===== src/flash_id_pkg.sv =====
// shared constants for the serial number and parameter table read logic
package flash_id_pkg;

  // command opcodes
  localparam logic [7:0]  OP_SERIAL          = 8'h4B;
  localparam logic [7:0]  OP_TABLE           = 8'h5A;

  // phase lengths
  localparam int          CMD_BITS           = 8;
  localparam int          ADDR_BITS          = 24;
  localparam int          SERIAL_DUMMY_BYTES = 4;
  localparam int          TABLE_DUMMY_BYTES  = 1;
  localparam int          HEADER_BYTES       = 5;
  localparam int          ID_BITS            = 128;
  localparam int          ID_BYTES           = 16;

  // table layout
  localparam logic [7:0]  FILL_BYTE          = 8'hFF;
  localparam logic [23:0] HDR_LEN            = 24'h000018;
  localparam logic [23:0] VENDOR_ID_OFFSET   = 24'h000010;
  localparam logic [23:0] JEDEC_BASE         = 24'h000030;
  localparam logic [23:0] JEDEC_LEN          = 24'h00000C;

  // table header and two parameter headers, vendor id slot patched at run time
  localparam logic [7:0] HDR_BYTES [0:23] = '{
    8'h53, 8'h46, 8'h44, 8'h50,
    8'h00, 8'h01,
    8'h01,
    8'hFF,
    8'h00, 8'h00, 8'h01, 8'h09,
    8'h30, 8'h00, 8'h00,
    8'hFF,
    8'h00, 8'h00, 8'h01, 8'h03,
    8'h60, 8'h00, 8'h00,
    8'hFF
  };

  // first standard parameter dwords, density left at fill
  localparam logic [7:0] JEDEC_BYTES [0:11] = '{
    8'hE5, 8'h20,
    8'hF9, 8'hFF,
    8'hFF, 8'hFF, 8'hFF, 8'hFF,
    8'h44, 8'hEB,
    8'h08, 8'h6B
  };

  // link timing
  localparam int          CLK_PERIOD_NS      = 20;
  localparam int          LINK_PERIOD_NS     = 160;
  localparam int          HALF_CYCLES        = LINK_PERIOD_NS / (2 * CLK_PERIOD_NS);

endpackage : flash_id_pkg


===== src/flash_link_if.sv =====
// serial flash link between host controller and identification logic
`timescale 1ns/1ns
`default_nettype none
interface flash_link_if;
  logic sclk;
  logic cs_n;
  logic mosi;
  logic miso_o;
  logic miso_oe_n;
  logic miso;

  // released output line reads high through a pull-up
  assign miso = miso_oe_n ? 1'b1 : miso_o;

  modport device (input sclk, input cs_n, input mosi, output miso_o, output miso_oe_n);
  modport host   (output sclk, output cs_n, output mosi, input miso);
endinterface : flash_link_if
`default_nettype wire


===== src/flash_id_device.sv =====
// device end: serial number and parameter table read over the flash link
`timescale 1ns/1ns
`default_nettype none
module flash_id_device #(
  parameter logic [127:0] UNIQUE_ID = 128'h0123456789ABCDEF_FEDCBA9876543210,
  // arbitrary value
  parameter logic [7:0]   VENDOR_ID = 8'h5C
) (
  input  wire logic        clk_sys_in,
  input  wire logic        sys_rst_in,
  flash_link_if.device     link,
  output logic             busy_out,
  output logic [7:0]       opcode_out
);
  typedef enum logic [2:0] {
    D_IDLE,
    D_CMD,
    D_ADDR,
    D_DUMMY,
    D_DATA,
    D_IGNORE
  } dev_state_t;

  // byte lookup over the parameter tables
  function automatic logic [7:0] table_byte(input logic [23:0] a, input logic [7:0] vid);
    logic [23:0] off;
    off = a - flash_id_pkg::JEDEC_BASE;
    if (a == flash_id_pkg::VENDOR_ID_OFFSET)
      table_byte = vid;
    else if (a < flash_id_pkg::HDR_LEN)
      table_byte = flash_id_pkg::HDR_BYTES[a[4:0]];
    else if (a >= flash_id_pkg::JEDEC_BASE && off < flash_id_pkg::JEDEC_LEN)
      table_byte = flash_id_pkg::JEDEC_BYTES[off[3:0]];
    else
      table_byte = flash_id_pkg::FILL_BYTE;
  endfunction : table_byte

  dev_state_t  state;
  logic        sclk_s1;
  logic        sclk_s2;
  logic        sclk_d;
  logic        cs_s1;
  logic        cs_s2;
  logic        mosi_s1;
  logic        mosi_s2;
  logic [7:0]  in_shift;
  logic [5:0]  cnt;
  logic [5:0]  dummy_last;
  logic [23:0] addr;
  logic        is_serial;
  logic [7:0]  buf_mem [0:1];
  logic        wr_ptr;
  logic        rd_ptr;
  logic [1:0]  count;
  logic [7:0]  out_shift;
  logic [2:0]  out_cnt;
  logic        miso_q;

  wire logic         rise;
  wire logic         fall;
  wire logic         cs_low;
  wire logic [7:0]   next_in;
  wire logic [5:0]   phase_last;
  wire logic         bit_done;
  wire logic [127:0] uid_shifted;
  wire logic [7:0]   fetch_byte;
  wire logic         serial_spent;
  wire logic         buf_in_ready;
  wire logic         buf_out_valid;
  wire logic         push;
  wire logic         pop;
  wire logic         load_now;
  wire logic [7:0]   load_byte;
  wire logic [1:0]   next_count;

  // two-flop synchronisers for the link pins
  always_ff @(posedge clk_sys_in or posedge sys_rst_in)
  begin
    if (sys_rst_in)
    begin
      sclk_s1 <= 1'b0;
      sclk_s2 <= 1'b0;
      sclk_d  <= 1'b0;
      cs_s1   <= 1'b1;
      cs_s2   <= 1'b1;
      mosi_s1 <= 1'b0;
      mosi_s2 <= 1'b0;
    end
    else
    begin
      sclk_s1 <= link.sclk;
      sclk_s2 <= sclk_s1;
      sclk_d  <= sclk_s2;
      cs_s1   <= link.cs_n;
      cs_s2   <= cs_s1;
      mosi_s1 <= link.mosi;
      mosi_s2 <= mosi_s1;
    end
  end

  assign rise       = sclk_s2 & ~sclk_d;
  assign fall       = ~sclk_s2 & sclk_d;
  assign cs_low     = ~cs_s2;
  assign next_in    = {in_shift[6:0], mosi_s2};
  assign phase_last = (state == D_CMD)  ? 6'(flash_id_pkg::CMD_BITS - 1) :
                      (state == D_ADDR) ? 6'(flash_id_pkg::ADDR_BITS - 1) : dummy_last;
  assign bit_done   = rise && (cnt == phase_last);

  // identifier is a fixed constant, no write path exists
  assign uid_shifted  = UNIQUE_ID << {addr[3:0], 3'b000};
  assign serial_spent = is_serial && (addr >= 24'(flash_id_pkg::ID_BYTES));
  assign fetch_byte   = is_serial ? uid_shifted[127:120] : table_byte(addr, VENDOR_ID);

  assign buf_in_ready  = (count != 2'h2);
  assign buf_out_valid = (count != 2'h0);
  assign push          = (state == D_DATA) && buf_in_ready && !serial_spent;
  assign load_now      = fall && (state == D_DATA) && (out_cnt == 3'h0);
  assign pop           = load_now && buf_out_valid;
  assign load_byte     = buf_out_valid ? buf_mem[rd_ptr] : flash_id_pkg::FILL_BYTE;
  assign next_count    = 2'(count + {1'b0, push} - {1'b0, pop});

  // command, address and dummy phases
  always_ff @(posedge clk_sys_in or posedge sys_rst_in)
  begin
    if (sys_rst_in)
    begin
      state      <= D_IDLE;
      cnt        <= 6'h00;
      in_shift   <= 8'h00;
      dummy_last <= 6'h00;
      addr       <= 24'h000000;
      is_serial  <= 1'b0;
      opcode_out <= 8'h00;
    end
    else if (!cs_low)
    begin
      state <= D_IDLE;
      cnt   <= 6'h00;
    end
    else
    begin
      case (state)
        D_IDLE:
          state <= D_CMD;
        D_CMD, D_ADDR, D_DUMMY:
        begin
          if (rise)
          begin
            in_shift <= next_in;
            cnt      <= bit_done ? 6'h00 : 6'(cnt + 6'h01);
            if (state == D_ADDR)
              addr <= {addr[22:0], mosi_s2};
          end
          if (bit_done && state == D_CMD)
          begin
            opcode_out <= next_in;
            if (next_in == flash_id_pkg::OP_SERIAL)
            begin
              state      <= D_DUMMY;
              is_serial  <= 1'b1;
              addr       <= 24'h000000;
              dummy_last <= 6'(flash_id_pkg::SERIAL_DUMMY_BYTES * 8 - 1);
            end
            else if (next_in == flash_id_pkg::OP_TABLE)
            begin
              state      <= D_ADDR;
              is_serial  <= 1'b0;
              dummy_last <= 6'(flash_id_pkg::TABLE_DUMMY_BYTES * 8 - 1);
            end
            else
              state <= D_IGNORE;
          end
          else if (bit_done && state == D_ADDR)
            state <= D_DUMMY;
          else if (bit_done)
            state <= D_DATA;
        end
        D_DATA:
          if (push)
            addr <= 24'(addr + 24'h000001);
        D_IGNORE:
          state <= D_IGNORE;
        default:
          state <= D_IDLE;
      endcase
    end
  end

  // two-entry byte buffer between table lookup and shifter
  always_ff @(posedge clk_sys_in or posedge sys_rst_in)
  begin
    if (sys_rst_in)
    begin
      buf_mem[0] <= 8'hFF;
      buf_mem[1] <= 8'hFF;
      wr_ptr     <= 1'b0;
      rd_ptr     <= 1'b0;
      count      <= 2'h0;
    end
    else if (!cs_low)
    begin
      wr_ptr <= 1'b0;
      rd_ptr <= 1'b0;
      count  <= 2'h0;
    end
    else
    begin
      if (push)
      begin
        buf_mem[wr_ptr] <= fetch_byte;
        wr_ptr          <= ~wr_ptr;
      end
      if (pop)
        rd_ptr <= ~rd_ptr;
      count <= next_count;
    end
  end

  // output shifter, new bit on each falling serial clock
  always_ff @(posedge clk_sys_in or posedge sys_rst_in)
  begin
    if (sys_rst_in)
    begin
      miso_q    <= 1'b1;
      out_shift <= 8'hFF;
      out_cnt   <= 3'h0;
    end
    else if (!cs_low)
    begin
      miso_q    <= 1'b1;
      out_shift <= 8'hFF;
      out_cnt   <= 3'h0;
    end
    else if (fall && state == D_DATA)
    begin
      if (load_now)
      begin
        miso_q    <= load_byte[7];
        out_shift <= {load_byte[6:0], 1'b1};
        out_cnt   <= 3'h7;
      end
      else
      begin
        miso_q    <= out_shift[7];
        out_shift <= {out_shift[6:0], 1'b1};
        out_cnt   <= 3'(out_cnt - 3'h1);
      end
    end
  end

  assign link.miso_o    = miso_q;
  assign link.miso_oe_n = (state != D_DATA);
  assign busy_out       = (state != D_IDLE);

endmodule : flash_id_device
`default_nettype wire


===== src/flat_wrapper.sv =====
// flat-port wrapper written by rule: the top's interface ports become plain ports
module flash_id_device_flat 
#(
  parameter logic [127:0] UNIQUE_ID = 128'h0123456789ABCDEF_FEDCBA9876543210,
                    
  parameter logic [7:0]   VENDOR_ID = 8'h5C
)
  (clk_sys_in, sys_rst_in, busy_out, opcode_out, link_sclk, link_cs_n, link_mosi, link_miso_o, link_miso_oe_n);
  flash_link_if link_i ();
  input  wire logic clk_sys_in;
  input  wire logic sys_rst_in;
  output logic busy_out;
  output logic [7:0] opcode_out;
  input wire logic [$bits(link_i.sclk)-1:0] link_sclk;
  input wire logic [$bits(link_i.cs_n)-1:0] link_cs_n;
  input wire logic [$bits(link_i.mosi)-1:0] link_mosi;
  output wire logic [$bits(link_i.miso_o)-1:0] link_miso_o;
  output wire logic [$bits(link_i.miso_oe_n)-1:0] link_miso_oe_n;
  assign link_i.sclk = link_sclk;
  assign link_i.cs_n = link_cs_n;
  assign link_i.mosi = link_mosi;
  assign link_miso_o = link_i.miso_o;
  assign link_miso_oe_n = link_i.miso_oe_n;
  flash_id_device #(.UNIQUE_ID(UNIQUE_ID), .VENDOR_ID(VENDOR_ID)) u_core (.clk_sys_in(clk_sys_in), .sys_rst_in(sys_rst_in), .link(link_i), .busy_out(busy_out), .opcode_out(opcode_out));
endmodule

===== config.mk =====
export PLATFORM = sky130hd
export DESIGN_NAME = flash_id_device_flat
export DESIGN_NICKNAME = d
export VERILOG_FILES = /design/src/flash_id_pkg.sv /design/src/flash_link_if.sv /design/src/flash_id_device.sv /design/src/flat_wrapper.sv
export SDC_FILE = /design/constraint.sdc
export NUM_CORES = 1
export LEC_CHECK = 0
export ABC_CLOCK_PERIOD_IN_PS = 2540
export BUFFER_PORTS_ARGS = -buffer_cell sky130_fd_sc_hd__buf_2
export CAP_MARGIN = 20
export CORE_UTILIZATION = 55
export CTS_CLUSTER_SIZE = 20
export DETAILED_ROUTE_END_ITERATION = 12
export GPL_ROUTABILITY_DRIVEN = 0
export PLACE_DENSITY_LB_ADDON = 0.15
export REMOVE_ABC_BUFFERS = 1
export SYNTH_ARGS = -nofsm -noshare
export SYNTH_HDL_FRONTEND = slang
export SYNTH_SLANG_ARGS = --single-unit

===== constraint.sdc =====
create_clock -name clk_sys_in -period 2.54 [get_ports clk_sys_in]
set_clock_uncertainty 0.2 [all_clocks]
set_input_delay 0.127 -clock clk_sys_in [delete_from_list [all_inputs] [get_ports clk_sys_in]]
set_output_delay 0.127 -clock clk_sys_in [all_outputs]
set_load 0.02 [all_outputs]

==> results of run 1 <==
[routing by layer]
| layer | routed length [µm] | part of all wire, % | global-route usage, % |
|---|---|---|---|
| met2 | 6438 | 48 | 45.06 |
| met4 | 280 | 2.1 | 10.44 |
| met5 | 0 | 0 | 0 |
| met3 | 649 | 4.9 | 6.088 |
| met1 | 5952 | 45 | 36.08 |
[power by group through the flow]
stage	sequential, µW	combinational (µW)	clock, µW
final	1680	646	897
after global routing	1710	711	977
after detailed placement	1710	629	0
after floorplan	1730	398	0
after CTS	1690	638	921
after global placement	1700	613	0
[cell families (layout without fill, tap and decap cells)]
logic type                 Yosys count  after routing  share of synthesized area (%)
AOI/OAI and AO/OA                  174            174                          22.76
xor gates and xnor gates            12             12                          1.916
adders and majority gates           15             15                          3.422
buffers and inverters               67            117                          5.246
DFF                                 88             88                          40.74
muxes                               31             31                          6.159
and+or+nand+nor                    206            206                          19.75
[timing repair]
item,4_1_cts,5_1_grt
endpoints found under the hold margin,67,0
gates resized for setup,0,14
endpoints found under the setup margin,0,27
buffers inserted,0,0
hold buffers,4,0
[path summary, 6_finish.rpt]
check,to,slack [ns],depth (start not counted)
min reg2reg,u_core.mosi_s2,0.16,0
min in group clk_sys_in,u_core.mosi_s2,0.16,0
max reg2reg,u_core.addr[21],0.11,6
max in group asynchronous,u_core.addr[17],1.40,4
min,u_core.addr[21],0.04,3
max,u_core.addr[21],0.11,6
[synth_stat cells (3+ instances only)]
library cell	number	area share [%]
nand4_1	8	0.91
nor3b_1	3	0.41
nand3_1	12	1.1
dfrtp_1	62	28
a22oi_1	10	1.4
nor2_1	49	3.4
nor3_1	21	1.9
mux2_2	22	4.5
o22ai_1	11	1.3
o31ai_1	3	0.41
xor2_1	6	0.96
o21ai_1	3	0.27
and2_1	5	0.57
or3_1	3	0.34
and3_1	9	1.0
nand2_1	50	3.4
a211o_1	3	0.48
nor2b_1	11	1.3
buf_2	11	1.0
buf_4	4	0.55
nor4_1	6	0.68
o2bb2ai_1	10	1.6
or4_1	3	0.41
a21o_1	4	0.55
a32oi_1	4	0.64
dfstp_2	26	12
a211oi_1	6	0.82
nor4_2	3	0.68
o211ai_1	15	2.1
a31oi_1	4	0.46
inv_1	19	1.3
clkbuf_1	28	1.9
o21ai_0	31	2.8
a21oi_1	29	2.6
nand2b_1	7	0.80
o221ai_1	4	0.64
ha_1	15	3.4
xnor2_1	6	0.96
a221oi_1	6	0.96
mux2i_1	9	1.6
[metrics by stage]
step / instances / hold slack, ns / cell area (µm²) / worst slack [ns] / utilization [%]
2_1_floorplan: 547 / -0.06852 / 5276 / -0.2799 / -
3_3_place_gp: 756 / -0.1173 / 5989 / 0.1108 / 61.56
3_5_place_dp: 756 / -0.1158 / 5989 / 0.06391 / 61.56
4_1_cts: 776 / 0.01120 / 6200 / 0.05645 / 63.72
5_1_grt: 776 / 0.04711 / 6261 / -0.02065 / 64.35
6_report: 776 / 0.04004 / 6261 / 0.1062 / 64.35
[state kept, by name (all words and copies together) (netlist names)]
signal / flops
u_core.mosi_s1: 1
u_core.cs_s1: 1
u_core.link.miso_o: 1
u_core.in_shift: 7
u_core.out_shift: 7
u_core.out_cnt: 3
u_core.rd_ptr: 1
u_core.sclk_d: 1
u_core.sclk_s1: 1
u_core.state: 3
u_core.sclk_s2: 1
u_core.mosi_s2: 1
u_core.opcode_out: 8
u_core.buf_mem: 16
u_core.count: 2
u_core.cs_s2: 1
u_core.wr_ptr: 1
u_core.addr: 24
u_core.dummy_last: 2
u_core.cnt: 6
[layout make-up]
| class | count | area, µm² | area share (%) |
|---|---|---|---|
| Clock inverter | 7 | 46.29 | 0.7394 |
| Inverter | 21 | 80.08 | 1.279 |
| Tap cell | 133 | 166.4 | 2.658 |
| Clock buffer | 9 | 123.9 | 1.978 |
| Sequential cell | 88 | 2236 | 35.71 |
| Multi-Input combinational cell | 438 | 3023 | 48.28 |
| Timing Repair Buffer | 80 | 585.6 | 9.353 |
[worst register-to-register path, stage by stage (launching register included)]
cell	delay [ns]
dfrtp_1	0.42
or4_1	0.53
a21o_1	0.20
and2_4	0.17
nor4_2	0.31
o21ai_2	0.14
a221o_1	0.36
==> impl_metrics.env, run 1 <==
export IMPL_ios=16
export IMPL_ys_warn_count=0
export IMPL_ant_nets=0
export IMPL_fin_crit_sh_pct=95.82
export IMPL_powerDensity_nw_per_um2=515.4
export IMPL_row_count=36
export IMPL_r2r_start="u_core.dummy_last[2]"
export IMPL_layout_common_cells="dfrtp_1 (61), buf_4 (60), nand2_1 (50), nor2_1 (49), o21ai_0 (31)"
export IMPL_seqPwrFrac_pct=52.2
export IMPL_cts_tree="done"
export IMPL_cts_sinks=88
export IMPL_start_util_pct=56.38
export IMPL_async_flop_share_pct=100.0
export IMPL_htreeDepth=3
export IMPL_syn_area_per_cell_um2=9.250
export IMPL_die_area_um2=10380
export IMPL_min_period_ns=2.434
export IMPL_status="finished, final reports clean"
export IMPL_power_switching_uw=997.9
export IMPL_tns_ns=0
export IMPL_cp_cell_sequence="or4_1 > a21o_1 > and2_4 > nor4_2 > o21ai_2 > a221o_1"
export IMPL_final_common_cell="dfrtp_1"
export IMPL_maxCapViolations=0
export IMPL_p_sw_share_pct=30.92
export IMPL_crit_type="reg2reg"
export IMPL_grt_max_degree=45
export IMPL_clkLatencyLatePin_ns=0.38
export IMPL_final_setup_viol_count=0
export IMPL_slowest_delay_ns=0.53
export IMPL_finalMaxSlewViolations=0
export IMPL_yosysSeqAreaShare_pct=40.74
export IMPL_clockPowerShare_pct=27.8
export IMPL_die_x_um=101.9
export IMPL_syn_cell_area_um2=5485
export IMPL_drt_iter0_drc=315
export IMPL_finalWirelength_mm=13.32
export IMPL_cts_buffers=9
export IMPL_required_ns=2.62
export IMPL_path_buf_inv=0
export IMPL_gr_total_overflow=0
export IMPL_synthFlopType="dfrtp_1"
export IMPL_area_growth_pct=14.14
export IMPL_crit_family="simple AND/OR/NAND/NOR gates"
export IMPL_hpwl_mm=9.455
export IMPL_power_frac_comb_pct=20.0
export IMPL_vias_per_cell=6.161
export IMPL_synth_edf_count=0
export IMPL_worst_path_max_fanout=5
export IMPL_cts_buffer_depth=2
export IMPL_ir_drop_v=0.0006057
export IMPL_port_buffer_count=15
export IMPL_nets=658
export IMPL_tightest_slew_ns=0.5576
export IMPL_finalPower_uw=3227
export IMPL_crit_start="u_core.dummy_last[2]"
export IMPL_ys_types=81
export IMPL_root_buffer="clkbuf_8"
export IMPL_fmax_mhz=410.9
export IMPL_grt_pass1_wl_mm=22.10
export IMPL_grt_setup_unrepaired="yes"
export IMPL_netlist_instances=593
export IMPL_path_clk_slew_ns=0.10
export IMPL_antennaDiodeCount=0
export IMPL_fillers=836
export IMPL_vias=4781
export IMPL_cell_internal_pwr_uw=2229
export IMPL_route_detailed_drc=0
export IMPL_grt_pass1_vias=4585
export IMPL_crit_slowest_cell="or4_1"
export IMPL_die_y_um=101.9
export IMPL_maxSlewHeadroom_pct=61.87
export IMPL_min_path_type="in2async"
export IMPL_wl_per_cell_um=17.17
export IMPL_synth_seq_cells=88
export IMPL_drive_above_1_share_pct=26.13
export IMPL_crit_path_end_kind="flop"
export IMPL_coreArea_um2=9729
export IMPL_start_kind="flop"
export IMPL_p_leak_uw=0.002687
export IMPL_hold_viol=0
export IMPL_grtUsageTotal_pct=27.60
export IMPL_worstPathArrival_ns=2.51
export IMPL_antenna_found_initial=0
export IMPL_drt_pass1_iter_count=5
Power figures use the tool's default switching activity.
==> run 2, diff against run 1 <==
- ABC_CLOCK_PERIOD_IN_PS: 2540 -> 2300
- clock period: 2.54 -> 2.3 ns (I/O delays scaled with it)
==> run 2 against run 1 <==
Compared with the run above: the flow now finishes with violations (negative setup slack); largest power group unchanged; die area stayed put; sequential share of layout area is 5.1 points lower; utilization is 11 points higher; critical path depth is 1 higher; critical endpoint is now u_core.addr[10]; critical path type unchanged; via count is 10% higher; clock power is 26% higher.
==> impl_metrics.env, run 2 (synthesis gave the netlist of run 1 again) <==
export IMPL_layout_common_cells="buf_4 (109), dfrtp_1 (60), nand2_1 (47), nor2_1 (38), dfstp_2 (26)"
export IMPL_nets=735
export IMPL_row_count=36
export IMPL_cts_tree="done"
export IMPL_drt_iter0_drc=378
export IMPL_grt_setup_unrepaired="yes"
export IMPL_finalMaxSlewViolations=0
export IMPL_crit_type="reg2reg"
export IMPL_hp_start="u_core.sclk_s1"
export IMPL_vias_per_cell=6.169
export IMPL_top_regs="u_core.addr: 24 flops, u_core.buf_mem: 16 flops, u_core.opcode_out: 8 flops"
export IMPL_hpwl_mm=9.769
export IMPL_ios=16
export IMPL_fin_crit_sh_pct=103.4
export IMPL_grt_max_degree=48
export IMPL_reg2reg_depth=7
export IMPL_die_area_um2=10380
export IMPL_antenna_found_initial=0
export IMPL_clkLatencyLatePin_ns=0.37
export IMPL_hold_end="u_core.sclk_s2"
export IMPL_p_leak_uw=0.003170
export IMPL_r2r_start="u_core.cnt[2]"
export IMPL_finalWirelength_mm=15.46
export IMPL_gr_total_overflow=0
export IMPL_fmax_mhz=420.5
export IMPL_place_ws_ns=-0.1206
export IMPL_wl_per_cell_um=18.12
export IMPL_start_kind="flop"
export IMPL_required_ns=2.36
export IMPL_htreeDepth=3
export IMPL_final_setup_viol_count=24
export IMPL_powerDensity_nw_per_um2=541.8
export IMPL_place_area_um2=6382
export IMPL_crit_path_end_kind="flop"
export IMPL_crit_slowest_cell="or4_1"
export IMPL_rr_endpoint="u_core.addr[10]"
export IMPL_crit_start="u_core.cnt[2]"
export IMPL_largest_reg_flops=24
export IMPL_port_buffer_count=15
export IMPL_setup_ws_ns=-0.07803
export IMPL_holdWs_ns=0.1620
export IMPL_violations="negative setup slack"
export IMPL_area_growth_pct=33.28
export IMPL_cp_cell_sequence="or4_1 > a21o_1 > and2_4 > nor4_4 > o21ai_2 > buf_6 > a211o_1"
export IMPL_drive_above_1_share_pct=42.36
export IMPL_status="finished, violations left"
export IMPL_path_clk_slew_ns=0.09
export IMPL_vias=5262
export IMPL_final_util_pct=75.14
export IMPL_final_common_cell="buf_4"
export IMPL_die_y_um=101.9
export IMPL_route_detailed_drc=0
export IMPL_drt_pass1_iter_count=5
export IMPL_grtUsageTotal_pct=28.11
export IMPL_stdcell_area_um2=7311
export IMPL_largest_register="u_core.addr"
export IMPL_cts_sinks=88
export IMPL_ant_nets=0
export IMPL_maxCapViolations=0
export IMPL_grt_pass1_wl_mm=22.54
export IMPL_r2r_setup_slack_ns=-0.08
export IMPL_ir_drop_v=0.0004274
export IMPL_hold_depth=0
export IMPL_slowest_delay_ns=0.51
export IMPL_cts_buffer_depth=2
export IMPL_start_util_pct=56.38
export IMPL_grt_pass1_vias=4801
export IMPL_coreArea_um2=9729
export IMPL_hold_viol=0
export IMPL_min_period_ns=2.378
export IMPL_min_path_type="reg2reg"
export IMPL_worst_path_max_fanout=6
export IMPL_die_x_um=101.9
export IMPL_antennaDiodeCount=0
export IMPL_maxSlewHeadroom_pct=67.56
export IMPL_worstPathArrival_ns=2.44
export IMPL_cts_buffers=9
export IMPL_tightest_slew_ns=0.4855
export IMPL_root_buffer="clkbuf_8"
## run 2: changes by cell type in the layout (fill, tap and decap cells not counted), sizes merged
cell / before / now
clkbuf: 9 / 11
bufinv: 0 / 1
inv: 20 / 21
dlygate4sd3: 4 / 5
clkinv: 6 / 2
buf: 76 / 152
## run 2: worst max path at each step
stage / slack, ns / to / depth (start not counted)
after floorplan: -0.52 / u_core.buf_mem[11] / 8
after global placement: -0.12 / u_core.addr[10] / 7
after detailed placement: -0.12 / u_core.addr[10] / 7
after CTS: -0.08 / u_core.addr[10] / 7
after global routing: -0.15 / u_core.opcode_out[1] / 6
final: -0.08 / u_core.addr[10] / 7
## run 2: final cells by class
| cell class | instances | area, µm² |
|---|---|---|
| clock buffer | 11 | 141.4 |
| clock inverter | 5 | 62.56 |
| fill | 693 | 2419 |
| inverter | 21 | 82.58 |
| multi-input combinational | 438 | 3348 |
| sequential | 88 | 2237 |
| tap | 133 | 166.4 |
| timing repair buffer | 157 | 1272 |
## run 2: what timing repair did
action / in CTS / in global routing
setup buffers: 8 / 16
hold buffers: 5 / 0
cloned: 1 / 3
gates resized for setup: 23 / 104
endpoints found under the setup margin: 40 / 61
hold endpoints to repair: 70 / 0
pin swaps: 9 / 35
## run 2: metrics by stage
stage	total power (µW)	cells	TNS (ns)
after CTS	3815	835	-0.9387
final	3961	853	-0.8948
after detailed placement	2659	805	-1.617
after floorplan	2345	547	-28.98
after global placement	2627	805	-1.116
after global routing	4146	853	-4.774
## run 2: worst max-delay path: cells and delay by family, from the launching register on
family          cells  cell delay [ns]
buf+inv             1             0.14
flops               1             0.39
compound gates      3             0.59
simple gates        3             0.94
## run 2: report_power, final
group / total (µW) / switching (µW) / internal [µW]
combinational: 976 / 514 / 462
clock: 1130 / 592 / 540
sequential: 1850 / 101 / 1750
## run 2: routing by layer
metal	track usage [%]	vias to the layer above	wire length, µm
li1	-	2440	-
met1	37.15	2594	6531
met2	46.88	177	7576
met3	4.378	51	838
met4	10.44	0	512
met5	0	-	0
